**src/design/bplis_defines.svh**
```systemverilog
/*
  Constants of the backplane line interface sequencer: timing, register
  indices, field positions and reset values.
  Assumes a 100 MHz system clock; included by bare name.
*/
`ifndef BPLIS_DEFINES_SVH
`define BPLIS_DEFINES_SVH

`define BPLIS_CLK_MHZ        100
`define BPLIS_PULSE_NS       1600
`define BPLIS_PULSE_CYC      ((`BPLIS_PULSE_NS * `BPLIS_CLK_MHZ + 999) / 1000)
`define BPLIS_BIT_NS         3200
`define BPLIS_BIT_CYC        ((`BPLIS_BIT_NS * `BPLIS_CLK_MHZ) / 1000)
`define BPLIS_FAST_HZ        625000
`define BPLIS_FAST_CYC       ((`BPLIS_CLK_MHZ * 1000000) / `BPLIS_FAST_HZ)
`define BPLIS_SLOW_HZ        312500
`define BPLIS_SLOW_CYC       ((`BPLIS_CLK_MHZ * 1000000) / `BPLIS_SLOW_HZ)
`define BPLIS_ROM_DEPTH      544

`define BPLIS_IDX_DIAG       6'h01
`define BPLIS_IDX_NODE_CTRL  6'h06
`define BPLIS_IDX_LINK_OPT   6'h07
`define BPLIS_IDX_IRQ_STAT   6'h08
`define BPLIS_IDX_IRQ_MASK   6'h09
`define BPLIS_IDX_TX_DATA    6'h0A
`define BPLIS_IDX_RX_DATA    6'h0B
`define BPLIS_IDX_RECON_LIM  6'h0C
`define BPLIS_IDX_SEQ_PC     6'h0D

`define BPLIS_DIAG_RECON_BIT 7
`define BPLIS_DIAG_RXACT_BIT 5
`define BPLIS_NC_TXEN_BIT    5
`define BPLIS_NC_BP_BIT      2
`define BPLIS_LO_STYLE_BIT   7
`define BPLIS_IRQ_TX_BIT     0
`define BPLIS_IRQ_RX_BIT     1
`define BPLIS_IRQ_RECON_BIT  2

`define BPLIS_NC_RESET       8'h04
`define BPLIS_LO_RESET       8'h00
`define BPLIS_MASK_RESET     3'h0
`define BPLIS_RECON_RESET    8'h10

`endif

```
**src/design/bplis_pkg.sv**
```systemverilog
/*
  Types of the backplane line interface sequencer.
  Assumes nothing beyond a SystemVerilog compiler.
*/
package bplis_pkg;

  typedef enum logic [1:0] {
    BPLIS_OP_WAIT = 2'h0,
    BPLIS_OP_JUMP = 2'h1,
    BPLIS_OP_STEP = 2'h2,
    BPLIS_OP_RSVD = 2'h3
  } bplis_op_t;

  typedef enum logic [3:0] {
    BPLIS_SEQ_FETCH_OP  = 4'h1,
    BPLIS_SEQ_FETCH_IMM = 4'h2,
    BPLIS_SEQ_EXEC      = 4'h4,
    BPLIS_SEQ_WAIT      = 4'h8
  } bplis_seq_t;

endpackage

```
**src/design/bplis_line_tx.sv**
```systemverilog
/*
  Serial encoder: eight bits LSB first, one bit per interval, a one sent as
  a low pulse of fixed width at the start of its interval.
  Assumes bit_tick marks each interval start, one cycle wide.
*/
`timescale 1ns/10ps
module bplis_line_tx #(
  parameter int unsigned PULSE_CYC = 160
) (
  input  wire logic       clock,
  input  wire logic       rst,
  input  wire logic       bit_tick,
  input  wire logic       start,
  input  wire logic [7:0] data,
  output logic            busy,
  output logic            done,
  output logic            pulse_low
);

  logic [7:0]  shreg;
  logic [3:0]  bits_left;
  logic [15:0] pulse_cnt;
  logic        next_busy;
  logic        next_done;
  logic [7:0]  next_shreg;
  logic [3:0]  next_bits_left;
  logic [15:0] next_pulse_cnt;

  always_comb
  begin
    next_busy      = busy;
    next_done      = 1'b0;
    next_shreg     = shreg;
    next_bits_left = bits_left;
    next_pulse_cnt = (pulse_cnt != 16'h0000) ? pulse_cnt - 16'h0001 : 16'h0000;
    if (!busy && start)
    begin
      next_busy      = 1'b1;
      next_shreg     = data;
      next_bits_left = 4'h8;
    end
    else if (busy && bit_tick)
    begin
      if (bits_left != 4'h0)
      begin
        if (shreg[0])
          next_pulse_cnt = PULSE_CYC[15:0];
        next_shreg     = {1'b0, shreg[7:1]};
        next_bits_left = bits_left - 4'h1;
      end
      else
      begin
        next_busy = 1'b0;
        next_done = 1'b1;
      end
    end
  end

  always_ff @(posedge clock)
  begin
    if (rst)
    begin
      busy      <= 1'b0;
      done      <= 1'b0;
      shreg     <= 8'h00;
      bits_left <= 4'h0;
      pulse_cnt <= 16'h0000;
    end
    else
    begin
      busy      <= next_busy;
      done      <= next_done;
      shreg     <= next_shreg;
      bits_left <= next_bits_left;
      pulse_cnt <= next_pulse_cnt;
    end
  end

  assign pulse_low = (pulse_cnt != 16'h0000);

endmodule

```
**src/design/bplis_line_rx.sv**
```systemverilog
/*
  Serial decoder: a falling edge opens a byte and its first interval; each of the eight intervals
  yields a one if a low pulse began in it, else a zero; LSB first.
  Assumes the receive pin is already synchronous to the clock.
*/
`timescale 1ns/10ps
module bplis_line_rx #(
  parameter int unsigned BIT_CYC = 320
) (
  input  wire logic       clock,
  input  wire logic       rst,
  input  wire logic       rx_in,
  output logic            pulse_seen,
  output logic            byte_valid,
  output logic [7:0]      byte_data
);

  logic        prev;
  logic        active;
  logic        seen;
  logic [15:0] cnt;
  logic [2:0]  nbits;
  logic [7:0]  shreg;
  logic        fall;
  logic        next_active;
  logic        next_seen;
  logic [15:0] next_cnt;
  logic [2:0]  next_nbits;
  logic [7:0]  next_shreg;
  logic        next_valid;
  logic [7:0]  next_byte;

  assign fall       = prev && !rx_in;
  assign pulse_seen = fall;

  always_comb
  begin
    next_active = active;
    next_seen   = seen;
    next_cnt    = cnt;
    next_nbits  = nbits;
    next_shreg  = shreg;
    next_valid  = 1'b0;
    next_byte   = byte_data;
    if (!active)
    begin
      if (fall)
      begin
        next_active = 1'b1;
        next_seen   = 1'b1;
        // The edge's own cycle is the first of its interval, so the next
        // pulse, one interval later, opens the following bit
        next_cnt    = 16'h0001;
        next_nbits  = 3'h0;
      end
    end
    else
    begin
      next_cnt = cnt + 16'h0001;
      if (fall)
        next_seen = 1'b1;
      if (cnt == 16'(BIT_CYC - 1))
      begin
        next_shreg = {seen || fall, shreg[7:1]};
        next_seen  = 1'b0;
        next_cnt   = 16'h0000;
        next_nbits = nbits + 3'h1;
        if (nbits == 3'h7)
        begin
          next_active = 1'b0;
          next_valid  = 1'b1;
          next_byte   = {seen || fall, shreg[7:1]};
        end
      end
    end
  end

  always_ff @(posedge clock)
  begin
    if (rst)
    begin
      prev       <= 1'b1;
      active     <= 1'b0;
      seen       <= 1'b0;
      cnt        <= 16'h0000;
      nbits      <= 3'h0;
      shreg      <= 8'h00;
      byte_valid <= 1'b0;
      byte_data  <= 8'h00;
    end
    else
    begin
      prev       <= rx_in;
      active     <= next_active;
      seen       <= next_seen;
      cnt        <= next_cnt;
      nbits      <= next_nbits;
      shreg      <= next_shreg;
      byte_valid <= next_valid;
      byte_data  <= next_byte;
    end
  end

endmodule

```
**src/design/bplis_top.sv**
```systemverilog
/*
  Backplane line interface and microsequencer, reached over APB.
  Assumes one 100 MHz clock, synchronous active-high reset, pins already
  synchronous, and the board resolving open-drain and strap wiring.
*/
// The APB interface to the registers was chosen for this implementation.
`timescale 1ns/10ps
`include "bplis_defines.svh"

// Contract
// - Drive style selectable, open-drain by default
// - Logic one sent as 1.6 us low pulse
// - Receive low pulse is one, none zero
// - Aux clock output active in backplane mode; kept off here when the strap is grounded
// - Differential data only while enable asserted
// - Reset keeps transmitter and all outputs inactive
// - Aux pin strap sets enable polarity; here only in backplane mode, else active low
// - Derive 625 kHz and 312.5 kHz ticks
// - PC at fast tick, execute at slow
// - Fetch 544x8 ROM into opcode, immediate
// - No-op waits, holding program counter
// - Jump loads program counter from ROM
// - Reconfig timeout clears PC, sets flag
module bplis_top #(
  parameter int unsigned PULSE_CYC = `BPLIS_PULSE_CYC,
  parameter int unsigned BIT_CYC   = `BPLIS_BIT_CYC,
  parameter int unsigned FAST_CYC  = `BPLIS_FAST_CYC
) (
  input  wire logic        clock,
  input  wire logic        rst,
  input  wire logic        psel,
  input  wire logic        penable,
  input  wire logic        pwrite,
  input  wire logic [7:0]  paddr,
  input  wire logic [31:0] pwdata,
  output logic [31:0]      prdata,
  output logic             pready,
  output logic             pslverr,
  output logic             irq,
  output logic             line_drive_out,
  output logic             line_drive_oe,
  input  wire logic        line_receive_in,
  output logic             aux_clock_out,
  output logic             aux_clock_oe,
  input  wire logic        aux_clock_in,
  output logic             driver_enable_out
);

  if (PULSE_CYC < 1 || PULSE_CYC >= BIT_CYC || BIT_CYC > 65535 || FAST_CYC < 2 ||
      FAST_CYC > 65535)
  begin : g_bad_param
    $error("bplis_top: timing parameters out of range");
  end

  // Registers and state
  logic [7:0]  node_control;
  logic [7:0]  link_options;
  logic [2:0]  irq_status;
  logic [2:0]  irq_mask;
  logic [7:0]  recon_limit;
  logic        self_reconfig_flag;
  logic        rx_activity;
  logic [7:0]  tx_byte;
  logic        strap_gnd;
  logic [15:0] bit_cnt;
  logic [15:0] fast_cnt;
  logic        slow_phase;
  logic [9:0]  pc;
  logic [7:0]  opcode_reg;
  logic [7:0]  imm_reg;
  logic [7:0]  wait_cnt;
  logic [15:0] recon_cnt;
  bplis_pkg::bplis_seq_t seq;

  logic [7:0]  next_node_control;
  logic [7:0]  next_link_options;
  logic [2:0]  next_irq_status;
  logic [2:0]  next_irq_mask;
  logic [7:0]  next_recon_limit;
  logic        next_self_reconfig_flag;
  logic        next_rx_activity;
  logic [7:0]  next_tx_byte;
  logic        next_strap_gnd;
  logic [15:0] next_bit_cnt;
  logic [15:0] next_fast_cnt;
  logic        next_slow_phase;
  logic [9:0]  next_pc;
  logic [7:0]  next_opcode_reg;
  logic [7:0]  next_imm_reg;
  logic [7:0]  next_wait_cnt;
  logic [15:0] next_recon_cnt;
  bplis_pkg::bplis_seq_t next_seq;
  logic        next_line_out;
  logic        next_line_oe;
  logic        next_aux_out;
  logic        next_aux_oe;
  logic        next_drv_en;

  logic        wr_en;
  logic        rd_en;
  logic [5:0]  idx;
  logic        mapped;
  logic        bit_tick;
  logic        fast_tick;
  logic        slow_tick;
  logic        recon_expire;
  logic        tx_start;
  logic        tx_busy;
  logic        tx_done;
  logic        tx_pulse_low;
  logic        rx_pulse;
  logic        rx_valid;
  logic [7:0]  rx_byte;
  logic        backplane;
  logic        push_pull;
  logic        tx_allowed;
  logic        hi_pol;
  logic [7:0]  rom_word;

  bplis_line_tx #(
    .PULSE_CYC (PULSE_CYC)
  ) u_tx (
    .clock     (clock),
    .rst       (rst),
    .bit_tick  (bit_tick),
    .start     (tx_start),
    .data      (pwdata[7:0]),
    .busy      (tx_busy),
    .done      (tx_done),
    .pulse_low (tx_pulse_low)
  );

  bplis_line_rx #(
    .BIT_CYC (BIT_CYC)
  ) u_rx (
    .clock      (clock),
    .rst        (rst),
    .rx_in      (line_receive_in),
    .pulse_seen (rx_pulse),
    .byte_valid (rx_valid),
    .byte_data  (rx_byte)
  );

  // Microprogram: wait, step, jump back to zero; words past the loop are waits
  function automatic logic [7:0] bplis_rom(input logic [9:0] a);
    logic [7:0] w;
    w = 8'h00;
    case (a)
      10'h000: w = 8'h00;
      10'h001: w = 8'h03;
      10'h002: w = 8'h80;
      10'h003: w = 8'h00;
      10'h004: w = 8'h40;
      10'h005: w = 8'h00;
      default: w = 8'h00;
    endcase
    return w;
  endfunction

  assign pready     = 1'b1;
  assign idx        = paddr[7:2];
  assign wr_en      = psel && penable && pwrite && mapped;
  assign rd_en      = psel && penable && !pwrite && mapped;
  assign backplane  = node_control[`BPLIS_NC_BP_BIT];
  assign push_pull  = link_options[`BPLIS_LO_STYLE_BIT];
  assign tx_allowed = node_control[`BPLIS_NC_TXEN_BIT];
  assign hi_pol     = strap_gnd && backplane;
  assign bit_tick   = (bit_cnt == 16'h0000);
  assign fast_tick  = (fast_cnt == 16'h0000);
  assign slow_tick  = fast_tick && slow_phase;
  assign tx_start   = wr_en && (idx == `BPLIS_IDX_TX_DATA) && !tx_busy && tx_allowed;
  assign rom_word   = bplis_rom(pc);
  assign recon_expire = slow_tick && (recon_cnt >= {recon_limit, 8'h00});
  assign irq        = |(irq_status & irq_mask);

  always_comb
  begin
    mapped = 1'b1;
    prdata = 32'h0000_0000;
    case (idx)
      `BPLIS_IDX_DIAG:      prdata[7:0] = {self_reconfig_flag, 1'b0, rx_activity, 5'h00};
      `BPLIS_IDX_NODE_CTRL: prdata[7:0] = node_control;
      `BPLIS_IDX_LINK_OPT:  prdata[7:0] = link_options;
      `BPLIS_IDX_IRQ_STAT:  prdata[2:0] = irq_status;
      `BPLIS_IDX_IRQ_MASK:  prdata[2:0] = irq_mask;
      `BPLIS_IDX_TX_DATA:   prdata[8:0] = {tx_busy, tx_byte};
      `BPLIS_IDX_RX_DATA:   prdata[7:0] = rx_byte;
      `BPLIS_IDX_RECON_LIM: prdata[7:0] = recon_limit;
      `BPLIS_IDX_SEQ_PC:    prdata[9:0] = pc;
      default:              mapped = 1'b0;
    endcase
    if (paddr[1:0] != 2'h0)
      mapped = 1'b0;
    pslverr = psel && penable && !mapped;
  end

  // Register file and status
  always_comb
  begin
    next_node_control = node_control;
    next_link_options = link_options;
    next_irq_mask     = irq_mask;
    next_recon_limit  = recon_limit;
    next_tx_byte      = tx_start ? pwdata[7:0] : tx_byte;
    next_irq_status   = irq_status;
    next_self_reconfig_flag = self_reconfig_flag;
    next_rx_activity  = rx_activity;
    // Strap tracked through reset, frozen from the first cycle after
    // strap caught at reset
    next_strap_gnd    = rst ? !aux_clock_in : strap_gnd;
    if (wr_en)
    begin
      case (idx)
        `BPLIS_IDX_NODE_CTRL: next_node_control = pwdata[7:0];
        `BPLIS_IDX_LINK_OPT:  next_link_options = pwdata[7:0];
        `BPLIS_IDX_IRQ_MASK:  next_irq_mask     = pwdata[2:0];
        `BPLIS_IDX_RECON_LIM: next_recon_limit  = pwdata[7:0];
        `BPLIS_IDX_IRQ_STAT:  next_irq_status   = irq_status & ~pwdata[2:0];
        default:              next_irq_status   = next_irq_status;
      endcase
    end
    // Reading the diagnostic flags clears them; a new event still wins
    if (rd_en && idx == `BPLIS_IDX_DIAG)
    begin
      next_self_reconfig_flag = 1'b0;
      next_rx_activity        = 1'b0;
    end
    if (rx_pulse)
      next_rx_activity = 1'b1;
    if (recon_expire)
    begin
      next_self_reconfig_flag = 1'b1;
      next_irq_status[`BPLIS_IRQ_RECON_BIT] = 1'b1;
    end
    if (tx_done)
      next_irq_status[`BPLIS_IRQ_TX_BIT] = 1'b1;
    if (rx_valid)
      next_irq_status[`BPLIS_IRQ_RX_BIT] = 1'b1;
  end

  // Timebase and microsequencer
  always_comb
  begin
    next_bit_cnt   = (bit_cnt == 16'(BIT_CYC - 1)) ? 16'h0000 : bit_cnt + 16'h0001;
    next_fast_cnt  = (fast_cnt == 16'(FAST_CYC - 1)) ? 16'h0000 : fast_cnt + 16'h0001;
    next_slow_phase = fast_tick ? !slow_phase : slow_phase;
    next_pc        = pc;
    next_opcode_reg = opcode_reg;
    next_imm_reg   = imm_reg;
    next_wait_cnt  = wait_cnt;
    next_seq       = seq;
    next_recon_cnt = rx_pulse ? 16'h0000 : (slow_tick ? recon_cnt + 16'h0001 : recon_cnt);
    if (recon_expire)
    begin
      next_pc        = 10'h000;
      next_seq       = bplis_pkg::BPLIS_SEQ_FETCH_OP;
      next_recon_cnt = 16'h0000;
    end
    else if (fast_tick)
    begin
      case (seq)
        bplis_pkg::BPLIS_SEQ_FETCH_OP:
        begin
          next_opcode_reg = rom_word;
          next_pc  = (pc == 10'(`BPLIS_ROM_DEPTH - 1)) ? 10'h000 : pc + 10'h001;
          next_seq = bplis_pkg::BPLIS_SEQ_FETCH_IMM;
        end
        bplis_pkg::BPLIS_SEQ_FETCH_IMM:
        begin
          next_imm_reg = rom_word;
          next_pc  = (pc == 10'(`BPLIS_ROM_DEPTH - 1)) ? 10'h000 : pc + 10'h001;
          next_seq = bplis_pkg::BPLIS_SEQ_EXEC;
        end
        bplis_pkg::BPLIS_SEQ_EXEC:
        begin
          if (slow_tick)
          begin
            case (bplis_pkg::bplis_op_t'(opcode_reg[7:6]))
              bplis_pkg::BPLIS_OP_JUMP:
              begin
                next_pc  = {opcode_reg[1:0], imm_reg};
                next_seq = bplis_pkg::BPLIS_SEQ_FETCH_OP;
              end
              bplis_pkg::BPLIS_OP_WAIT:
              begin
                next_wait_cnt = imm_reg;
                next_seq      = bplis_pkg::BPLIS_SEQ_WAIT;
              end
              default:
                next_seq = bplis_pkg::BPLIS_SEQ_FETCH_OP;
            endcase
          end
        end
        bplis_pkg::BPLIS_SEQ_WAIT:
        begin
          if (slow_tick)
          begin
            if (wait_cnt == 8'h00)
              next_seq = bplis_pkg::BPLIS_SEQ_FETCH_OP;
            else
              next_wait_cnt = wait_cnt - 8'h01;
          end
        end
        default:
          next_seq = bplis_pkg::BPLIS_SEQ_FETCH_OP;
      endcase
    end
  end

  // Pins
  always_comb
  begin
    if (push_pull)
    begin
      next_line_oe  = 1'b1;
      next_line_out = !(tx_pulse_low && tx_allowed);
    end
    else
    begin
      next_line_oe  = tx_pulse_low && tx_allowed;
      next_line_out = 1'b0;
    end
    // never driven against a grounded strap
    next_aux_oe  = backplane && !strap_gnd;
    next_aux_out = (bit_cnt < 16'(BIT_CYC / 2));
    next_drv_en  = hi_pol ? (tx_busy && tx_allowed) : !(tx_busy && tx_allowed);
    if (rst)
    begin
      next_line_oe  = 1'b0;
      next_line_out = 1'b1;
      next_aux_oe   = 1'b0;
      next_aux_out  = 1'b1;
      next_drv_en   = aux_clock_in;
    end
  end

  always_ff @(posedge clock)
  begin
    strap_gnd         <= next_strap_gnd;
    line_drive_out    <= next_line_out;
    line_drive_oe     <= next_line_oe;
    aux_clock_out     <= next_aux_out;
    aux_clock_oe      <= next_aux_oe;
    driver_enable_out <= next_drv_en;
    if (rst)
    begin
      node_control       <= `BPLIS_NC_RESET;
      link_options       <= `BPLIS_LO_RESET;
      irq_status         <= 3'h0;
      irq_mask           <= `BPLIS_MASK_RESET;
      recon_limit        <= `BPLIS_RECON_RESET;
      self_reconfig_flag <= 1'b0;
      rx_activity        <= 1'b0;
      tx_byte            <= 8'h00;
      bit_cnt            <= 16'h0000;
      fast_cnt           <= 16'h0000;
      slow_phase         <= 1'b0;
      pc                 <= 10'h000;
      opcode_reg         <= 8'h00;
      imm_reg            <= 8'h00;
      wait_cnt           <= 8'h00;
      recon_cnt          <= 16'h0000;
      seq                <= bplis_pkg::BPLIS_SEQ_FETCH_OP;
    end
    else
    begin
      node_control       <= next_node_control;
      link_options       <= next_link_options;
      irq_status         <= next_irq_status;
      irq_mask           <= next_irq_mask;
      recon_limit        <= next_recon_limit;
      self_reconfig_flag <= next_self_reconfig_flag;
      rx_activity        <= next_rx_activity;
      tx_byte            <= next_tx_byte;
      bit_cnt            <= next_bit_cnt;
      fast_cnt           <= next_fast_cnt;
      slow_phase         <= next_slow_phase;
      pc                 <= next_pc;
      opcode_reg         <= next_opcode_reg;
      imm_reg            <= next_imm_reg;
      wait_cnt           <= next_wait_cnt;
      recon_cnt          <= next_recon_cnt;
      seq                <= next_seq;
    end
  end

endmodule

```
**config.mk**
```make
export PLATFORM = sky130hd
export DESIGN_NAME = bplis_top
export DESIGN_NICKNAME = d
export VERILOG_FILES = /design/src/design/bplis_pkg.sv /design/src/design/bplis_line_tx.sv /design/src/design/bplis_line_rx.sv /design/src/design/bplis_top.sv
export VERILOG_INCLUDE_DIRS = /design/src /design/src/design
export SDC_FILE = /design/constraint.sdc
export NUM_CORES = 1
export LEC_CHECK = 0
export BUFFER_PORTS_ARGS = -buffer_cell sky130_fd_sc_hd__buf_2
export CAP_MARGIN = 20
export CORE_UTILIZATION = 30
export CTS_CLUSTER_SIZE = 40
export DETAILED_ROUTE_END_ITERATION = 10
export PLACE_DENSITY_LB_ADDON = 0.08
export SETUP_SLACK_MARGIN = 0.05
export SYNTH_ARGS = -nofsm -noshare
export SYNTH_HDL_FRONTEND = slang
export SYNTH_SLANG_ARGS = --single-unit
```
**constraint.sdc**
```tcl
create_clock -name clock -period 2.4 [get_ports clock]
set_input_delay 0.24 -clock clock [delete_from_list [all_inputs] [get_ports clock]]
set_output_delay 0.24 -clock clock [all_outputs]
set_load 0.01 [all_outputs]
```
# [Word-level counts from Yosys, hierarchy flattened]
# Index checks and enable logic that the tools add are counted.
# W data, S select, Z words.
[word_totals] word_cells=226 reg_bits=202 output_inout_bits=40 input_bits=47
[op_classes] n_addsub=9 n_bitwise=7 magnitude_cmp=2 n_reduce_logical=77 eq_ne=30 n_mux=62
[op_table] op="$mux W16" n=8
[op_table] op="$add A16 B1 Y16 const B" n=4
[op_table] op="$mux W8" n=7
[op_table] op="$eq A6 B4 Y1 const B" n=6
[op_table] op="$pmux W5 S7" n=1
[op_table] op="$eq A16 B9 Y1 const B" n=2
[op_table] op="$logic_not A16 Y1" n=2
[op_table] op="$mux W10" n=3
[op_table] op="$mux W4" n=7
[op_table] op="$reduce_bool A2 Y1" n=14
[op_table] op="$mux W1" n=25
[op_table] op="$pmux W3 S8" n=1
[op_table] op="$pmux W8 S3" n=1
[op_table] op="$reduce_and A2 Y1" n=12
[op_table] op="$pmux W10 S2" n=1
[op_table] op="$logic_and A1 B1 Y1" n=19
[op_table] op="$eq A16 B8 Y1 const B" n=1
[op_table] op="$ge A16 B16 Y1" n=1
[op_table] op="$lt A16 B8 Y1 const B" n=1
[op_table] op="$pmux W4 S4" n=1
[op_table] op="$pmux W8 S2" n=1
[op_table] op="$reduce_bool A16 Y1" n=1
[op_table] op="$sub A16 B1 Y16 const B" n=1
[op_table] op="$mux W3" n=5
[op_table] op="other kinds (33)" n=62

# [Longest topological paths before layout]
# Gate-level depths: netlist of run 1.
[depth] depth_word=11 ltp_mapped=9

# [Hierarchy]
# From an unflattened synthesis of run 1, not the netlist that was laid out.
[hier_totals] hier_cells=1179 area_unflattened_um2=9989.6
[modules_own_cells] module="bplis_top" n_inst=1 cells_per_inst=806 area_each_um2=6720.2
[modules_own_cells] module="bplis_line_rx" n_inst=1 cells_per_inst=222 area_each_um2=1833.0
[modules_own_cells] module="bplis_line_tx" n_inst=1 cells_per_inst=151 area_each_um2=1436.4

# [Worst setup path after synthesis of run 1]
# OpenSTA, ideal clock, no wires.
[synth_timing] path_type="reg2reg" start="register fast_cnt[0]" end="register wait_cnt[2]" synth_period_minus_slack_ns=2.597 path_buffers=1 stages_incl_launch_ff=10 setup_ns=0.133 setup_slack_ns=-0.197 t_arrival_ns=2.465 cell_sequence="dfxtp_1 > inv_1 > ha_1 > or3b_2 > or4_4 > or2_4 > or4_1 > buf_2 > o21ai_1 > a21oi_1"
[synth_via] elab_chain_len=5 elab_cells_between_ends=7 classes_between="2 x eq/ne; 1 x bitwise; 4 x reduce/logical"
[synth_lines] element="from (decl)" line="bplis_top.sv:66" source="logic [15:0] fast_cnt;"
[synth_lines] element="from (signal assigned)" line="bplis_top.sv:376" source="fast_cnt <= next_fast_cnt;"
[synth_lines] element="$logic_not A16 Y1 (*)" line="bplis_top.sv:169" source="assign fast_tick = (fast_cnt == 16'h0000);"
[synth_lines] element="parallel branches: the longest is 3 deep, another holds $ne A2 B2 Y1"
[synth_lines] element="$reduce_and A7 Y1 (no source line) (*)"
[synth_lines] element="to (signal assigned)" line="bplis_top.sv:381" source="wait_cnt <= next_wait_cnt;"
[synth_lines] element="to (decl)" line="bplis_top.sv:71" source="logic [7:0] wait_cnt;"
# Mark *: on every way between the ends.
# A chain may end at the register's enable or synchronous reset.

# [Worst setup path after layout of run 1]
[layout_timing] start="register fast_cnt[13]" end="register wait_cnt[7]"
# The elaborated chain is that of the path after synthesis.

==> results of run 1 <==
## report_power, final
| group | leakage, nW | total, W | switching, W | internal (W) |
|---|---|---|---|---|
| Sequential | 1.55 | 0.00342 | 0.000116 | 0.00330 |
| Clock | 0.289 | 0.00290 | 0.00142 | 0.00149 |
| Combinational | 2.43 | 0.00108 | 0.000613 | 0.000467 |
## per-layer routing
layer,global-route usage [%],vias up
met2,25.07,143
met5,0,-
met4,5.128,0
li1,-,4011
met3,3.106,22
met1,23.05,3720
## area by class of cell
type / instances / area [um2] / share of cell area, %
clock buffer: 17 / 425.4 / 3.814
timing repair buffer: 120 / 924.6 / 8.290
clock inverter: 15 / 168.9 / 1.514
multi-input combinational: 820 / 5165 / 46.31
inverter: 38 / 142.6 / 1.279
sequential: 191 / 3836 / 34.40
antenna: 1 / 2.502 / 0.02244
tap: 390 / 488.0 / 4.375
## Yosys cell counts (14+ instances only)
cell type	count
sky130_fd_sc_hd__nor4_1	14
sky130_fd_sc_hd__and3_1	19
sky130_fd_sc_hd__a21oi_1	67
sky130_fd_sc_hd__mux2i_1	56
sky130_fd_sc_hd__nor2_1	156
sky130_fd_sc_hd__nor3_1	36
sky130_fd_sc_hd__ha_1	26
sky130_fd_sc_hd__nand3_1	36
sky130_fd_sc_hd__xor2_1	31
sky130_fd_sc_hd__dfxtp_1	190
sky130_fd_sc_hd__o21ai_0	28
sky130_fd_sc_hd__buf_4	23
sky130_fd_sc_hd__nand2_1	112
sky130_fd_sc_hd__clkbuf_1	35
sky130_fd_sc_hd__inv_1	38
sky130_fd_sc_hd__xnor2_1	28
sky130_fd_sc_hd__nand4_1	17
## final timing paths
kind                            slack, ns                       end                     from  depth (start not counted)
worst min-delay path                 0.06      u_rx.prev$_SDFF_PP1_          line_receive_in                          2
worst max register to register      -0.18  wait_cnt[7]$_SDFFE_PP0P_  fast_cnt[13]$_SDFF_PP0_                          6
worst max-delay path                -0.18  wait_cnt[7]$_SDFFE_PP0P_  fast_cnt[13]$_SDFF_PP0_                          6
worst min register to register       0.44   aux_clock_oe$_SDFF_PP0_      strap_gnd$_DFFE_PP_                          1
## critical path, stage by stage, from the launching register on
cell and delay [ns]:
sky130_fd_sc_hd__dfxtp_2 0.32, sky130_fd_sc_hd__or4_4 0.53, sky130_fd_sc_hd__or4_4 0.59, sky130_fd_sc_hd__or2_4 0.30, sky130_fd_sc_hd__or4_4 0.48, sky130_fd_sc_hd__o21ai_1 0.15, sky130_fd_sc_hd__a21oi_1 0.07
## cell families after synthesis
logic type               after synthesis  share of synthesized area [%]
AND/OR/NAND/NOR                      471                          24.86
flip-flops                           191                          41.45
AO/OA/AOI/OAI                        182                          12.69
buffers and inverters                105                          5.262
XOR/XNOR                              59                          5.587
multiplexers                          59                          6.548
adder cells (fa/ha/maj)               26                          3.517
other                                  2                        0.08120
## layout by cell type (no fill, tap or decap), types with 35 or more instances in the layout
cell | Yosys | layout
sky130_fd_sc_hd__mux2i_1 | 56 | 56
sky130_fd_sc_hd__dfxtp_1 | 190 | 188
sky130_fd_sc_hd__nor2_1 | 156 | 154
sky130_fd_sc_hd__buf_2 | 5 | 38
sky130_fd_sc_hd__nand2_1 | 112 | 111
sky130_fd_sc_hd__nand3_1 | 36 | 35
sky130_fd_sc_hd__buf_4 | 23 | 68
sky130_fd_sc_hd__a21oi_1 | 67 | 66
sky130_fd_sc_hd__inv_1 | 38 | 38
## what timing repair did
item                                   in CTS  in global routing
setup buffers                               2                  2
gates resized for setup                    16                 20
gates cloned                                3                  0
setup endpoints to repair                  44                 58
endpoints found under the hold margin       1                  0
pin swaps                                   3                 12
hold buffers                                1                  0
## through the flow
stage	setup WS [ns]	cells	hold WS (ns)	TNS, ns	total power, W
finish	-0.1785	1592	0.05786	-2.539	0.007401
global route	-0.2423	1591	0.04097	-5.379	0.007814
floorplan	-0.1059	1116	0.3438	-1.144	0.004205
detailed placement	-0.1789	1551	0.4303	-4.086	0.004535
CTS	-0.1840	1589	0.03278	-4.165	0.007526
global placement	-0.1646	1551	0.4296	-2.773	0.004533
==> flow_summary.html, run 1 <==
<table>
<tr><th>Metric</th><th>Value</th></tr>
<tr><th colspan="2">Status</th></tr>
<tr><td>Status</td><td>finished with violations</td></tr>
<tr><td>Failing checks</td><td>setup timing</td></tr>
<tr><th colspan="2">Placement</th></tr>
<tr><td>HPWL reported at the end of detailed placement</td><td>17450 um</td></tr>
<tr><td>Cell area after placement</td><td>0.01030 mm2</td></tr>
<tr><td>Count of input and output buffers</td><td>39</td></tr>
<tr><td>GPL Wtd Cong</td><td>0.8169</td></tr>
<tr><th colspan="2">Route</th></tr>
<tr><td>DRT iter0 DRCs</td><td>541</td></tr>
<tr><td>Iteration count of the initial detailed-routing pass</td><td>6</td></tr>
<tr><td>Wire length on met1</td><td>12680 um</td></tr>
<tr><td>Wire per inst</td><td>15.46 um</td></tr>
<tr><td>Number of nets still failing antenna checks after routing</td><td>0</td></tr>
<tr><td>Final wirelength</td><td>24610 um</td></tr>
<tr><td>Via count normalized by instance count</td><td>4.960</td></tr>
<tr><td>Met2 wire len</td><td>10680 um</td></tr>
<tr><td>Met3 layer wire length in the routed design</td><td>914 um</td></tr>
<tr><td>Highest metal layer used by the detailed router</td><td>met4</td></tr>
<tr><td>Drt drc</td><td>0</td></tr>
<tr><td>Overall via count from detail_route</td><td>7896</td></tr>
<tr><th colspan="2">Timing</th></tr>
<tr><td>Fmax</td><td>387.8 MHz</td></tr>
<tr><td>Fin crit share</td><td>107.4%</td></tr>
<tr><td>Setup slack after layout</td><td>-0.1785 ns</td></tr>
<tr><td>Max-slew violation count</td><td>0</td></tr>
<tr><td>Clock Skew</td><td>0.01097 ns</td></tr>
<tr><td>Final count of hold timing violations</td><td>0</td></tr>
<tr><td>Unrepaired setup endpoints after global routing</td><td>true</td></tr>
<tr><td>Headroom to the max-slew limit</td><td>30.80%</td></tr>
<tr><td>Crit path time final</td><td>2.579 ns</td></tr>
<tr><td>Worst-margin pin slew</td><td>1.032 ns</td></tr>
<tr><td>Setup violations, final</td><td>38</td></tr>
<tr><th colspan="2">Synthesis</th></tr>
<tr><td>Number of enable-type register cells in the synthesized netlist</td><td>1</td></tr>
<tr><td>Number of warning messages in the yosys log</td><td>0</td></tr>
<tr><td>Count of unique library cells instantiated by Yosys</td><td>69</td></tr>
<tr><td>Cell taking the most area after synthesis</td><td>sky130_fd_sc_hd__dfxtp_1</td></tr>
<tr><td>Sequential-to-total area share from yosys stat</td><td>41.45%</td></tr>
<tr><td>Yosys top cell area share</td><td>41.13%</td></tr>
<tr><td>Synth Cell Area</td><td>0.009249 mm2</td></tr>
<tr><td>Synth Flop Type</td><td>sky130_fd_sc_hd__dfxtp_1</td></tr>
<tr><td>Flop and latch count out of synthesis</td><td>191</td></tr>
<tr><td>Top post-synthesis cells by area</td><td>sky130_fd_sc_hd__dfxtp_1 (41%), sky130_fd_sc_hd__nor2_1 (6.3%), sky130_fd_sc_hd__mux2i_1 (6.1%), sky130_fd_sc_hd__nand2_1 (4.5%), sky130_fd_sc_hd__a21oi_1 (3.6%)</td></tr>
<tr><td>Mapped Cells</td><td>1095</td></tr>
<tr><td>Average cell area after synthesis</td><td>8.446 um2</td></tr>
<tr><td>Share of synthesized flip-flops with an asynchronous set or reset</td><td>0%</td></tr>
<tr><th colspan="2">Setup path</th></tr>
<tr><td>Endpoint class of the critical path</td><td>flop</td></tr>
<tr><td>Worst setup SP type</td><td>flop</td></tr>
<tr><td>Arrival time reported for the critical path endpoint</td><td>2.89 ns</td></tr>
<tr><td>Setup CP Type</td><td>reg2reg</td></tr>
<tr><td>Required time of the worst setup path</td><td>2.71 ns</td></tr>
<tr><td>Critical path peak fanout</td><td>7</td></tr>
<tr><th colspan="2">Clock tree</th></tr>
<tr><td>Clock H-tree levels</td><td>4</td></tr>
<tr><td>Max Buffers Root-to-Sink</td><td>2</td></tr>
<tr><td>CTS Root Cell</td><td>sky130_fd_sc_hd__clkbuf_16</td></tr>
<tr><td>TritonCTS buffer count</td><td>17</td></tr>
<tr><td>Insertion delay to the later sink of the worst-skew pair</td><td>0.45 ns</td></tr>
<tr><td>Clock tree from TritonCTS</td><td>yes</td></tr>
<tr><td>Clock net sink count</td><td>191</td></tr>
<tr><td>Clock transition at the register clock pins on the worst setup and hold paths after CTS</td><td>0.08 ns</td></tr>
<tr><th colspan="2">Floorplanning</th></tr>
<tr><td>I/O Pins</td><td>87</td></tr>
<tr><td>Placeable core area</td><td>0.02995 mm2</td></tr>
<tr><td>Starting density of the core</td><td>30.88%</td></tr>
<tr><td>Die Outline Area</td><td>0.03154 mm2</td></tr>
<tr><td>X dimension of the die</td><td>177.6 um</td></tr>
<tr><td>Die Y-Extent</td><td>177.6 um</td></tr>
<tr><td>Number of core rows</td><td>63</td></tr>
<tr><th colspan="2">Cells and area</th></tr>
<tr><td>Post-layout instance area</td><td>0.01115 mm2</td></tr>
<tr><td>Number of nets in the finished design</td><td>1261</td></tr>
<tr><td>Share of layout cells above drive strength 1</td><td>16.49%</td></tr>
<tr><td>Filler cell count in the final layout</td><td>3114</td></tr>
<tr><td>Area Overhead vs Synth</td><td>20.59%</td></tr>
<tr><td>Final cell utilization of the core</td><td>37.23%</td></tr>
<tr><th colspan="2">Global routing</th></tr>
<tr><td>Initial antenna violation count</td><td>0</td></tr>
<tr><td>Maximum number of pins on one net before global-route repair</td><td>97</td></tr>
<tr><td>Overflow left after global routing</td><td>0</td></tr>
<tr><td>Vias in the first global route</td><td>7473</td></tr>
<tr><td>Wire length of the first global-routing pass</td><td>40230 um</td></tr>
<tr><td>Combined global-route utilization of all metal layers</td><td>16.39%</td></tr>
<tr><th colspan="2">Hold path</th></tr>
<tr><td>Path category of the worst min-delay check</td><td>in2reg</td></tr>
<tr><th colspan="2">Power</th></tr>
<tr><td>Cell area power density</td><td>663.6 mW/mm2</td></tr>
<tr><td>IR Drop Worst-Case VDD</td><td>0.0004851 V</td></tr>
<tr><td>Static Leakage</td><td>4.266 nW</td></tr>
<tr><th colspan="2">Run</th></tr>
<tr><td>Number of maximum-capacitance constraint violations</td><td>0</td></tr>
</table>
No activity file was read; power rests on OpenSTA's default activity.
==> run 2, diff against run 1 <==
ABC_AREA = 1   (was default)
==> run 2 against run 1 <==
The flow now finishes without violations. Sequential share of layout area is 0.63 points lower. Clock power hardly changed. Design area is 1.8% higher. Via count is 11% higher. Maximum frequency is 20% higher. Die area is 8.0% higher. Power is 5.1% higher. Critical path type is now reg2out. Critical endpoint is now prdata[3]. Largest power group unchanged.
==> flow_summary.html, run 2 <==
<table>
<tr><th>Metric</th><th>Value</th></tr>
<tr><th colspan="2">Setup path</th></tr>
<tr><td>Setup crit end</td><td>prdata[3]</td></tr>
<tr><td>Endpoint class of the critical path</td><td>primary output</td></tr>
<tr><td>Worst setup SP type</td><td>flop</td></tr>
<tr><td>Setup CP Type</td><td>reg2out</td></tr>
<tr><td>FF-to-FF path depth</td><td>11 (+5)</td></tr>
<tr><td>Critical path peak fanout</td><td>4 (-3)</td></tr>
<tr><td>CP Buf/Inv Count</td><td>2 (+2)</td></tr>
<tr><td>Arrival time reported for the critical path endpoint</td><td>1.90 ns (-0.99 ns)</td></tr>
<tr><td>Number of stages on the worst setup path</td><td>5 (-1)</td></tr>
<tr><td>Biggest cell delay along the critical path</td><td>0.39 ns (-0.20 ns)</td></tr>
<tr><td>Kind of cell with the highest combined delay on the critical path</td><td>compound AO/OA/AOI/OAI gates</td></tr>
<tr><td>Worst path slowest cell</td><td>sky130_fd_sc_hd__a221oi_1</td></tr>
<tr><td>Critical path origin</td><td>pc[3]$_SDFFE_PP0P_</td></tr>
<tr><td>Required time of the worst setup path</td><td>2.16 ns (-0.55 ns)</td></tr>
<tr><td>Register-to-register setup slack</td><td>0.33 ns (+0.51 ns)</td></tr>
<tr><td>CP Cell Sequence</td><td>inv_1, o22ai_1, a221oi_1, nand3_1, buf_2</td></tr>
<tr><td>Worst R2R Start</td><td>recon_limit[5]$_SDFFE_PP0P_</td></tr>
<tr><td>Capturing point of the worst reg2reg path</td><td>recon_cnt[4]$_SDFFE_PP0P_</td></tr>
<tr><th colspan="2">Status</th></tr>
<tr><td>Status</td><td>finished clean</td></tr>
<tr><th colspan="2">Timing</th></tr>
<tr><td>Fmax</td><td>466.7 MHz (+20%)</td></tr>
<tr><td>Fin crit share</td><td>89.27% (-18 points)</td></tr>
<tr><td>Clock Skew</td><td>0.01520 ns (+0.004234 ns)</td></tr>
<tr><td>Final count of hold timing violations</td><td>0 (unchanged)</td></tr>
<tr><td>Crit path time final</td><td>2.143 ns (-0.4360 ns)</td></tr>
<tr><td>Headroom to the max-slew limit</td><td>62.97% (+32 points)</td></tr>
<tr><td>Setup TNS Final</td><td>0 ns (+2.539 ns)</td></tr>
<tr><td>Worst-margin pin slew</td><td>0.5547 ns (-0.4776 ns)</td></tr>
<tr><td>Max-slew violation count</td><td>0 (unchanged)</td></tr>
<tr><td>Setup slack after layout</td><td>0.2575 ns (+0.4360 ns)</td></tr>
<tr><td>Unrepaired setup endpoints after global routing</td><td>false</td></tr>
<tr><td>Setup violations, final</td><td>0 (-100%)</td></tr>
<tr><th colspan="2">Synthesis</th></tr>
<tr><td>Most frequent cell after synthesis</td><td>sky130_fd_sc_hd__nand2_1</td></tr>
<tr><td>Synth Flop Type</td><td>sky130_fd_sc_hd__dfxtp_1</td></tr>
<tr><td>Flop and latch count out of synthesis</td><td>191 (unchanged)</td></tr>
<tr><td>Share of synthesized flip-flops with an asynchronous set or reset</td><td>0% (unchanged)</td></tr>
<tr><td>Cell taking the most area after synthesis</td><td>sky130_fd_sc_hd__dfxtp_1</td></tr>
<tr><td>Average cell area after synthesis</td><td>7.128 um2 (-16%)</td></tr>
<tr><td>Mapped Cells</td><td>1402 (+28%)</td></tr>
<tr><td>Sequential-to-total area share from yosys stat</td><td>38.36% (-3.1 points)</td></tr>
<tr><td>Commonest cells in the netlist</td><td>sky130_fd_sc_hd__nand2_1 (282), sky130_fd_sc_hd__dfxtp_1 (190), sky130_fd_sc_hd__nor2_1 (188)</td></tr>
<tr><td>Top post-synthesis cells by area</td><td>sky130_fd_sc_hd__dfxtp_1 (38%), sky130_fd_sc_hd__nand2_1 (11%), sky130_fd_sc_hd__nor2_1 (7.1%), sky130_fd_sc_hd__inv_1 (6.5%), sky130_fd_sc_hd__nand3_1 (4.9%)</td></tr>
<tr><td>Count of unique library cells instantiated by Yosys</td><td>61 (-12%)</td></tr>
<tr><td>Number of warning messages in the yosys log</td><td>0 (unchanged)</td></tr>
<tr><td>Synth Cell Area</td><td>0.009993 mm2 (+8.0%)</td></tr>
<tr><td>Number of enable-type register cells in the synthesized netlist</td><td>1 (unchanged)</td></tr>
<tr><td>Yosys top cell area share</td><td>38.06% (-3.1 points)</td></tr>
<tr><th colspan="2">Placement</th></tr>
<tr><td>Cell area after placement</td><td>0.01074 mm2 (+4.3%)</td></tr>
<tr><td>Placed Instances</td><td>1883 (+21%)</td></tr>
<tr><td>GPL Wtd Cong</td><td>0.8066 (-1.3%)</td></tr>
<tr><td>DP Worst Slack</td><td>0.2656 ns (+0.4445 ns)</td></tr>
<tr><td>Count of input and output buffers</td><td>39 (unchanged)</td></tr>
<tr><td>HPWL reported at the end of detailed placement</td><td>19930 um (+14%)</td></tr>
<tr><th colspan="2">Hold path</th></tr>
<tr><td>Path category of the worst min-delay check</td><td>in2reg</td></tr>
<tr><th colspan="2">Run</th></tr>
<tr><td>Number of maximum-capacitance constraint violations</td><td>0 (unchanged)</td></tr>
<tr><th colspan="2">Floorplanning</th></tr>
<tr><td>Die Outline Area</td><td>0.03405 mm2 (+8.0%)</td></tr>
<tr><td>Die Y-Extent</td><td>184.5 um (+3.9%)</td></tr>
<tr><td>Placeable core area</td><td>0.03262 mm2 (+8.9%)</td></tr>
<tr><td>Starting density of the core</td><td>30.64% (-0.24 points)</td></tr>
<tr><td>Number of core rows</td><td>66 (+4.8%)</td></tr>
<tr><td>X dimension of the die</td><td>184.5 um (+3.9%)</td></tr>
<tr><td>I/O Pins</td><td>87 (unchanged)</td></tr>
<tr><th colspan="2">Route</th></tr>
<tr><td>Number of nets still failing antenna checks after routing</td><td>0 (unchanged)</td></tr>
<tr><td>DRT iter0 DRCs</td><td>480 (-11%)</td></tr>
<tr><td>Overall via count from detail_route</td><td>8779 (+11%)</td></tr>
<tr><td>Final wirelength</td><td>26760 um (+8.7%)</td></tr>
<tr><td>Drt drc</td><td>0 (unchanged)</td></tr>
<tr><td>Via count normalized by instance count</td><td>4.582 (-7.6%)</td></tr>
<tr><td>Iteration count of the initial detailed-routing pass</td><td>5 (-1)</td></tr>
<tr><td>Wire per inst</td><td>13.97 um (-9.7%)</td></tr>
<tr><th colspan="2">Cells and area</th></tr>
<tr><td>Post-layout instance area</td><td>0.01135 mm2 (+1.8%)</td></tr>
<tr><td>Final cell utilization of the core</td><td>34.81% (-2.4 points)</td></tr>
<tr><td>Most frequent cells in the layout</td><td>sky130_fd_sc_hd__nand2_1 (282), sky130_fd_sc_hd__dfxtp_1 (190), sky130_fd_sc_hd__nor2_1 (188), sky130_fd_sc_hd__inv_1 (171), sky130_fd_sc_hd__nand3_1 (96)</td></tr>
<tr><td>Non-filler cells, final</td><td>1916 (+20%)</td></tr>
<tr><td>Seq. cell area</td><td>0.003834 mm2 (about the same)</td></tr>
<tr><td>Number of nets in the finished design</td><td>1534 (+22%)</td></tr>
<tr><td>Filler cell count in the final layout</td><td>3546 (+14%)</td></tr>
<tr><td>Area used by multi-input combinational logic</td><td>0.005226 mm2 (+1.2%)</td></tr>
<tr><td>Number of antenna repair diodes</td><td>0 (-1)</td></tr>
<tr><td>Share of layout cells above drive strength 1</td><td>12.08% (-4.4 points)</td></tr>
<tr><td>Area Overhead vs Synth</td><td>13.62%</td></tr>
<tr><td>Most frequent standard cell in the layout excluding fill and tap cells</td><td>sky130_fd_sc_hd__nand2_1</td></tr>
<tr><th colspan="2">Clock tree</th></tr>
<tr><td>Max Buffers Root-to-Sink</td><td>2 (unchanged)</td></tr>
<tr><td>Clock tree from TritonCTS</td><td>yes</td></tr>
<tr><td>TritonCTS buffer count</td><td>17 (unchanged)</td></tr>
<tr><td>Clock net sink count</td><td>191 (unchanged)</td></tr>
<tr><td>Insertion delay to the later sink of the worst-skew pair</td><td>0.46 ns (about the same)</td></tr>
<tr><td>Count of buffers added by post-CTS timing repair for setup</td><td>0 (-2)</td></tr>
<tr><td>Clock transition at the register clock pins on the worst setup and hold paths after CTS</td><td>0.08 ns (about the same)</td></tr>
<tr><td>Clock H-tree levels</td><td>4 (unchanged)</td></tr>
<tr><td>CTS Root Cell</td><td>sky130_fd_sc_hd__clkbuf_16</td></tr>
<tr><th colspan="2">Power</th></tr>
<tr><td>IR Drop Worst-Case VDD</td><td>0.0005307 V (+9.4%)</td></tr>
<tr><td>Static Leakage</td><td>4.804 nW (+13%)</td></tr>
<tr><td>Cell area power density</td><td>684.8 mW/mm2 (+3.2%)</td></tr>
<tr><th colspan="2">Global routing</th></tr>
<tr><td>Combined global-route utilization of all metal layers</td><td>16.41% (+0.024 points)</td></tr>
<tr><td>Initial antenna violation count</td><td>2 (+2)</td></tr>
<tr><td>Vias in the first global route</td><td>8092 (+8.3%)</td></tr>
<tr><td>Maximum number of pins on one net before global-route repair</td><td>46 (-53%)</td></tr>
<tr><td>Wire length of the first global-routing pass</td><td>43190 um (+7.3%)</td></tr>
<tr><td>Overflow left after global routing</td><td>0 (unchanged)</td></tr>
</table>
run 2: changes by cell type in the layout (fill, tap and decap cells not counted), sizes merged, moves of 20 or more:
cell / change
nand4: +22
o21ai: +54
nand2: +183
a21oi: +20
buf: -50
nor2: +53
inv: +146
nand3: +69
xnor2: -20
mux2i: -56
run 2: how the worst min path moves through the flow:
stage	start	endpoint	cells past startpoint
6_report	aux_clock_in	driver_enable_out$_DFF_P_	3
5_1_grt	aux_clock_in	driver_enable_out$_DFF_P_	3
4_1_cts	aux_clock_in	driver_enable_out$_DFF_P_	3
3_5_place_dp	u_tx.pulse_cnt[0]$_SDFF_PP0_	u_tx.pulse_cnt[0]$_SDFF_PP0_	1
3_3_place_gp	u_tx.pulse_cnt[0]$_SDFF_PP0_	u_tx.pulse_cnt[0]$_SDFF_PP0_	1
2_1_floorplan	line_receive_in	u_rx.prev$_SDFF_PP1_	2
run 2: cell type report:
class	instances	area share [%]
Clock inverter	15	1.499
Clock buffer	17	3.747
Multi-Input combinational cell	997	46.03
Timing Repair Buffer	70	4.011
Tap cell	442	4.871
Sequential cell	191	33.76
Inverter	184	6.083
run 2: kinds of logic (layout without fill, tap and decap cells):
family | Yosys count | in the layout | share of synthesized area (%)
xor+xnor | 27 | 27 | 2.366
buf+inv | 235 | 286 | 10.18
flops | 191 | 191 | 38.36
simple gates | 706 | 706 | 33.48
fa+ha+maj | 26 | 26 | 3.255
other cells | 2 | 23 | 0.07515
compound gates | 215 | 215 | 12.28
run 2: per-layer routing:
metal | up-vias | part of all wire [%] | track usage [%]
met1 | 4001 | 51 | 22.54
met3 | 24 | 2.8 | 2.450
met4 | 0 | 1.5 | 5.367
met5 | - | 0 | 0
li1 | 4634 | - | -
met2 | 120 | 44 | 26.14
run 2: per-stage QoR:
stage                     hold slack (ns)  power, W
after global placement             0.4029  0.004934
after floorplan                    0.3441  0.004622
final                             0.03766  0.007775
after CTS                         0.01476  0.007903
after detailed placement           0.4013  0.004939
after global routing              0.05807  0.008243
run 2: worst register-to-register path, cell delays in order, from the launching register on:
cell,delay (ns)
sky130_fd_sc_hd__dfxtp_1,0.38
sky130_fd_sc_hd__inv_1,0.06
sky130_fd_sc_hd__ha_1,0.30
sky130_fd_sc_hd__a21oi_1,0.15
sky130_fd_sc_hd__nor2_1,0.05
sky130_fd_sc_hd__nor2_1,0.12
sky130_fd_sc_hd__nand3_2,0.15
sky130_fd_sc_hd__nand2_2,0.15
sky130_fd_sc_hd__nand2_1,0.10
sky130_fd_sc_hd__nor2_1,0.16
sky130_fd_sc_hd__inv_2,0.16
sky130_fd_sc_hd__nor3b_1,0.21
run 2: repair_timing:
action                                  in CTS  in global routing
hold endpoints to repair                     1                  0
gates resized for setup                      0                  1
endpoints found under the setup margin       0                  1
hold buffers                                 1                  0
run 2: power by group:
part           internal [W]  switching [W]  leakage, nW
registers           0.00336       0.000173         1.55
clock network       0.00141        0.00151        0.290
logic              0.000501       0.000822         2.97
==> run 3, diff against run 2 <==
==> constraint.sdc (replaced) <==
create_clock -name clock -period 2.4 [get_ports clock]
set_input_delay 0.24 -clock clock [delete_from_list [all_inputs] [get_ports clock]]
set_output_delay 0.24 -clock clock [all_outputs]
set_load 0.05 [all_outputs]
==> run 3 against run 2 <==
Utilization up 0.081 points. Final cell count increased by 0.10%. Die area unchanged. Clock power is 1% higher. Design area grew 0.23%. Via count down 1.1%. Critical path type is now in2out. Largest cell class unchanged. Highest routed layer unchanged.
==> flow_summary.html, run 3 (synthesized netlist as in run 2, its figures left out) <==
<table>
<tr><th>Metric</th><th>Value</th></tr>
<tr><th colspan="2">Setup path</th></tr>
<tr><td>Critical path peak fanout</td><td>6 (+2)</td></tr>
<tr><td>Worst path slowest cell</td><td>sky130_fd_sc_hd__buf_2</td></tr>
<tr><td>Required time of the worst setup path</td><td>2.16 ns (about the same)</td></tr>
<tr><td>Biggest cell delay along the critical path</td><td>0.27 ns (-0.12 ns)</td></tr>
<tr><td>Top cell by count, worst path</td><td>sky130_fd_sc_hd__nand2_1</td></tr>
<tr><td>Capturing point of the worst reg2reg path</td><td>recon_cnt[10]$_SDFFE_PP0P_</td></tr>
<tr><td>CP Cell Sequence</td><td>buf_2, inv_1, nand2_1, nor2_1, nand2_1, inv_1, nand2_1, o21ai_0, a211o_1, buf_2</td></tr>
<tr><td>Register-to-register setup slack</td><td>0.32 ns (about the same)</td></tr>
<tr><td>Arrival time reported for the critical path endpoint</td><td>1.86 ns (-0.04 ns)</td></tr>
<tr><td>Kind of cell with the highest combined delay on the critical path</td><td>simple AND/OR/NAND/NOR gates</td></tr>
<tr><td>Worst setup SP type</td><td>primary input</td></tr>
<tr><td>FF-to-FF path depth</td><td>12 (+1)</td></tr>
<tr><td>CP Buf/Inv Count</td><td>4 (+2)</td></tr>
<tr><td>Setup CP Type</td><td>in2out</td></tr>
<tr><td>Worst R2R Start</td><td>fast_cnt[0]$_SDFF_PP0_</td></tr>
<tr><td>Endpoint class of the critical path</td><td>primary output</td></tr>
<tr><th colspan="2">Global routing</th></tr>
<tr><td>Maximum number of pins on one net before global-route repair</td><td>45 (-2.2%)</td></tr>
<tr><td>Combined global-route utilization of all metal layers</td><td>16.69% (+0.28 points)</td></tr>
<tr><td>Overflow left after global routing</td><td>0 (unchanged)</td></tr>
<tr><td>Wire length of the first global-routing pass</td><td>44150 um (+2.2%)</td></tr>
<tr><td>Vias in the first global route</td><td>8388 (+3.7%)</td></tr>
<tr><td>Initial antenna violation count</td><td>2 (unchanged)</td></tr>
<tr><th colspan="2">Power</th></tr>
<tr><td>IR Drop Worst-Case VDD</td><td>0.0005619 V (+5.9%)</td></tr>
<tr><td>Cell area power density</td><td>693.2 mW/mm2 (+1.2%)</td></tr>
<tr><td>Static Leakage</td><td>4.828 nW (+0.49%)</td></tr>
<tr><th colspan="2">Cells and area</th></tr>
<tr><td>Most frequent cells in the layout</td><td>sky130_fd_sc_hd__nand2_1 (282), sky130_fd_sc_hd__dfxtp_1 (190), sky130_fd_sc_hd__nor2_1 (188), sky130_fd_sc_hd__inv_1 (171), sky130_fd_sc_hd__nand3_1 (97)</td></tr>
<tr><td>Number of antenna repair diodes</td><td>0 (unchanged)</td></tr>
<tr><td>Most frequent standard cell in the layout excluding fill and tap cells</td><td>sky130_fd_sc_hd__nand2_1</td></tr>
<tr><td>Post-layout instance area</td><td>0.01138 mm2 (+0.23%)</td></tr>
<tr><td>Number of nets in the finished design</td><td>1536 (+0.13%)</td></tr>
<tr><td>Final cell utilization of the core</td><td>34.89% (+0.081 points)</td></tr>
<tr><td>Share of layout cells above drive strength 1</td><td>12.13% (+0.051 points)</td></tr>
<tr><td>Area Overhead vs Synth</td><td>13.88%</td></tr>
<tr><th colspan="2">Timing</th></tr>
<tr><td>Final count of hold timing violations</td><td>0 (unchanged)</td></tr>
<tr><td>Setup violations, final</td><td>0 (unchanged)</td></tr>
<tr><td>Fin crit share</td><td>87.69% (-1.6 points)</td></tr>
<tr><td>Headroom to the max-slew limit</td><td>62.46% (-0.51 points)</td></tr>
<tr><td>Unrepaired setup endpoints after global routing</td><td>false</td></tr>
<tr><td>Setup TNS Final</td><td>0 ns (unchanged)</td></tr>
<tr><td>Fmax</td><td>475.2 MHz (+1.8%)</td></tr>
<tr><td>Clock Skew</td><td>0.01841 ns (+0.003210 ns)</td></tr>
<tr><td>Max-slew violation count</td><td>0 (unchanged)</td></tr>
<tr><td>Crit path time final</td><td>2.105 ns (-0.03803 ns)</td></tr>
<tr><td>Worst-margin pin slew</td><td>0.5623 ns (+0.007567 ns)</td></tr>
<tr><th colspan="2">Clock tree</th></tr>
<tr><td>CTS Root Cell</td><td>sky130_fd_sc_hd__clkbuf_16</td></tr>
<tr><td>Clock H-tree levels</td><td>4 (unchanged)</td></tr>
<tr><td>Clock transition at the register clock pins on the worst setup and hold paths after CTS</td><td>0.09 ns (about the same)</td></tr>
<tr><td>Clock net sink count</td><td>191 (unchanged)</td></tr>
<tr><td>Insertion delay to the later sink of the worst-skew pair</td><td>0.46 ns (about the same)</td></tr>
<tr><td>TritonCTS buffer count</td><td>17 (unchanged)</td></tr>
<tr><td>Max Buffers Root-to-Sink</td><td>2 (unchanged)</td></tr>
<tr><td>Clock tree from TritonCTS</td><td>yes</td></tr>
<tr><th colspan="2">Route</th></tr>
<tr><td>Overall via count from detail_route</td><td>8686 (-1.1%)</td></tr>
<tr><td>DRT iter0 DRCs</td><td>432 (-10%)</td></tr>
<tr><td>Drt drc</td><td>0 (unchanged)</td></tr>
<tr><td>Wire per inst</td><td>14.05 um (+0.58%)</td></tr>
<tr><td>Number of nets still failing antenna checks after routing</td><td>0 (unchanged)</td></tr>
<tr><td>Final wirelength</td><td>26940 um (+0.68%)</td></tr>
<tr><td>Iteration count of the initial detailed-routing pass</td><td>4 (-1)</td></tr>
<tr><td>Via count normalized by instance count</td><td>4.529 (-1.2%)</td></tr>
<tr><th colspan="2">Hold path</th></tr>
<tr><td>Endpoint of the worst hold-timing path</td><td>driver_enable_out$_DFF_P_</td></tr>
<tr><td>Path category of the worst min-delay check</td><td>in2reg</td></tr>
<tr><td>Hold path start</td><td>aux_clock_in</td></tr>
<tr><td>Hold Path Stages</td><td>3 (unchanged)</td></tr>
<tr><th colspan="2">Floorplanning</th></tr>
<tr><td>I/O Pins</td><td>87 (unchanged)</td></tr>
<tr><td>Number of core rows</td><td>66 (unchanged)</td></tr>
<tr><td>X dimension of the die</td><td>184.5 um (unchanged)</td></tr>
<tr><td>Starting density of the core</td><td>30.64% (unchanged)</td></tr>
<tr><td>Placeable core area</td><td>0.03262 mm2 (unchanged)</td></tr>
<tr><td>Die Y-Extent</td><td>184.5 um (unchanged)</td></tr>
<tr><td>Die Outline Area</td><td>0.03405 mm2 (unchanged)</td></tr>
<tr><th colspan="2">Status</th></tr>
<tr><td>Status</td><td>finished clean</td></tr>
<tr><th colspan="2">Placement</th></tr>
<tr><td>Count of input and output buffers</td><td>39 (unchanged)</td></tr>
<tr><td>GPL Wtd Cong</td><td>0.7883 (-2.3%)</td></tr>
<tr><td>HPWL reported at the end of detailed placement</td><td>20040 um (+0.52%)</td></tr>
<tr><td>Cell area after placement</td><td>0.01075 mm2 (about the same)</td></tr>
<tr><th colspan="2">Run</th></tr>
<tr><td>Number of maximum-capacitance constraint violations</td><td>0 (unchanged)</td></tr>
</table>
run 3: final cells by class:
type / instances / area, um2
inverters: 184 / 690.7
fillers: 3539 / 21240
flip-flops and latches: 191 / 3834
repair buffers: 72 / 470.5
clock buffers: 18 / 439.2
clock inverters: 14 / 167.7
multi-input cells: 997 / 5226
well taps: 442 / 553.0
run 3: worst min-delay path, cell delays in order:
cell	delay, ns
sky130_fd_sc_hd__buf_2	0.11
sky130_fd_sc_hd__nand2_1	0.05
sky130_fd_sc_hd__o21ai_0	0.07
run 3: layer usage:
metal  part of all wire (%)  global-route usage [%]
met5                      0                       0
met4                    1.2                   4.800
met3                    2.4                   2.766
met2                     45                   26.76
met1                     52                   22.86
run 3: report_power, final:
| group | switching (W) | total [W] | internal (W) |
|---|---|---|---|
| combinational | 0.000902 | 0.00140 | 0.000501 |
| sequential | 0.000174 | 0.00353 | 0.00336 |
| clock | 0.00152 | 0.00296 | 0.00144 |
| total | 0.00259 | 0.00789 | 0.00529 |
run 3: metrics by stage:
step	hold WS [ns]	std cells	total power, W	setup slack [ns]
after floorplan	0.3441	1423	0.004703	0.5275
after global placement	0.4028	1884	0.005011	0.2059
after detailed placement	0.4013	1884	0.005014	0.1909
after CTS	0.007525	1917	0.008017	0.1708
after global routing	0.03119	1918	0.008356	0.05441
final	0.03903	1918	0.007889	0.2955
run 3: worst max path at each step:
stage,startpoint,endpoint,cells past startpoint
2_1_floorplan,paddr[6],prdata[6],5
3_3_place_gp,recon_limit[5]$_SDFFE_PP0P_,imm_reg[1]$_SDFFE_PP0P_,12
3_5_place_dp,recon_limit[5]$_SDFFE_PP0P_,imm_reg[1]$_SDFFE_PP0P_,12
4_1_cts,recon_limit[5]$_SDFFE_PP0P_,imm_reg[1]$_SDFFE_PP0P_,12
5_1_grt,recon_limit[5]$_SDFFE_PP0P_,recon_cnt[9]$_SDFFE_PP0P_,11
6_report,paddr[6],prdata[7],10
run 3: timing repair:
item	4_1_cts	5_1_grt
gates resized for setup	0	1
setup endpoints to repair	0	22
endpoints found under the hold margin	1	0
hold buffers	1	0
buffers inserted	0	1
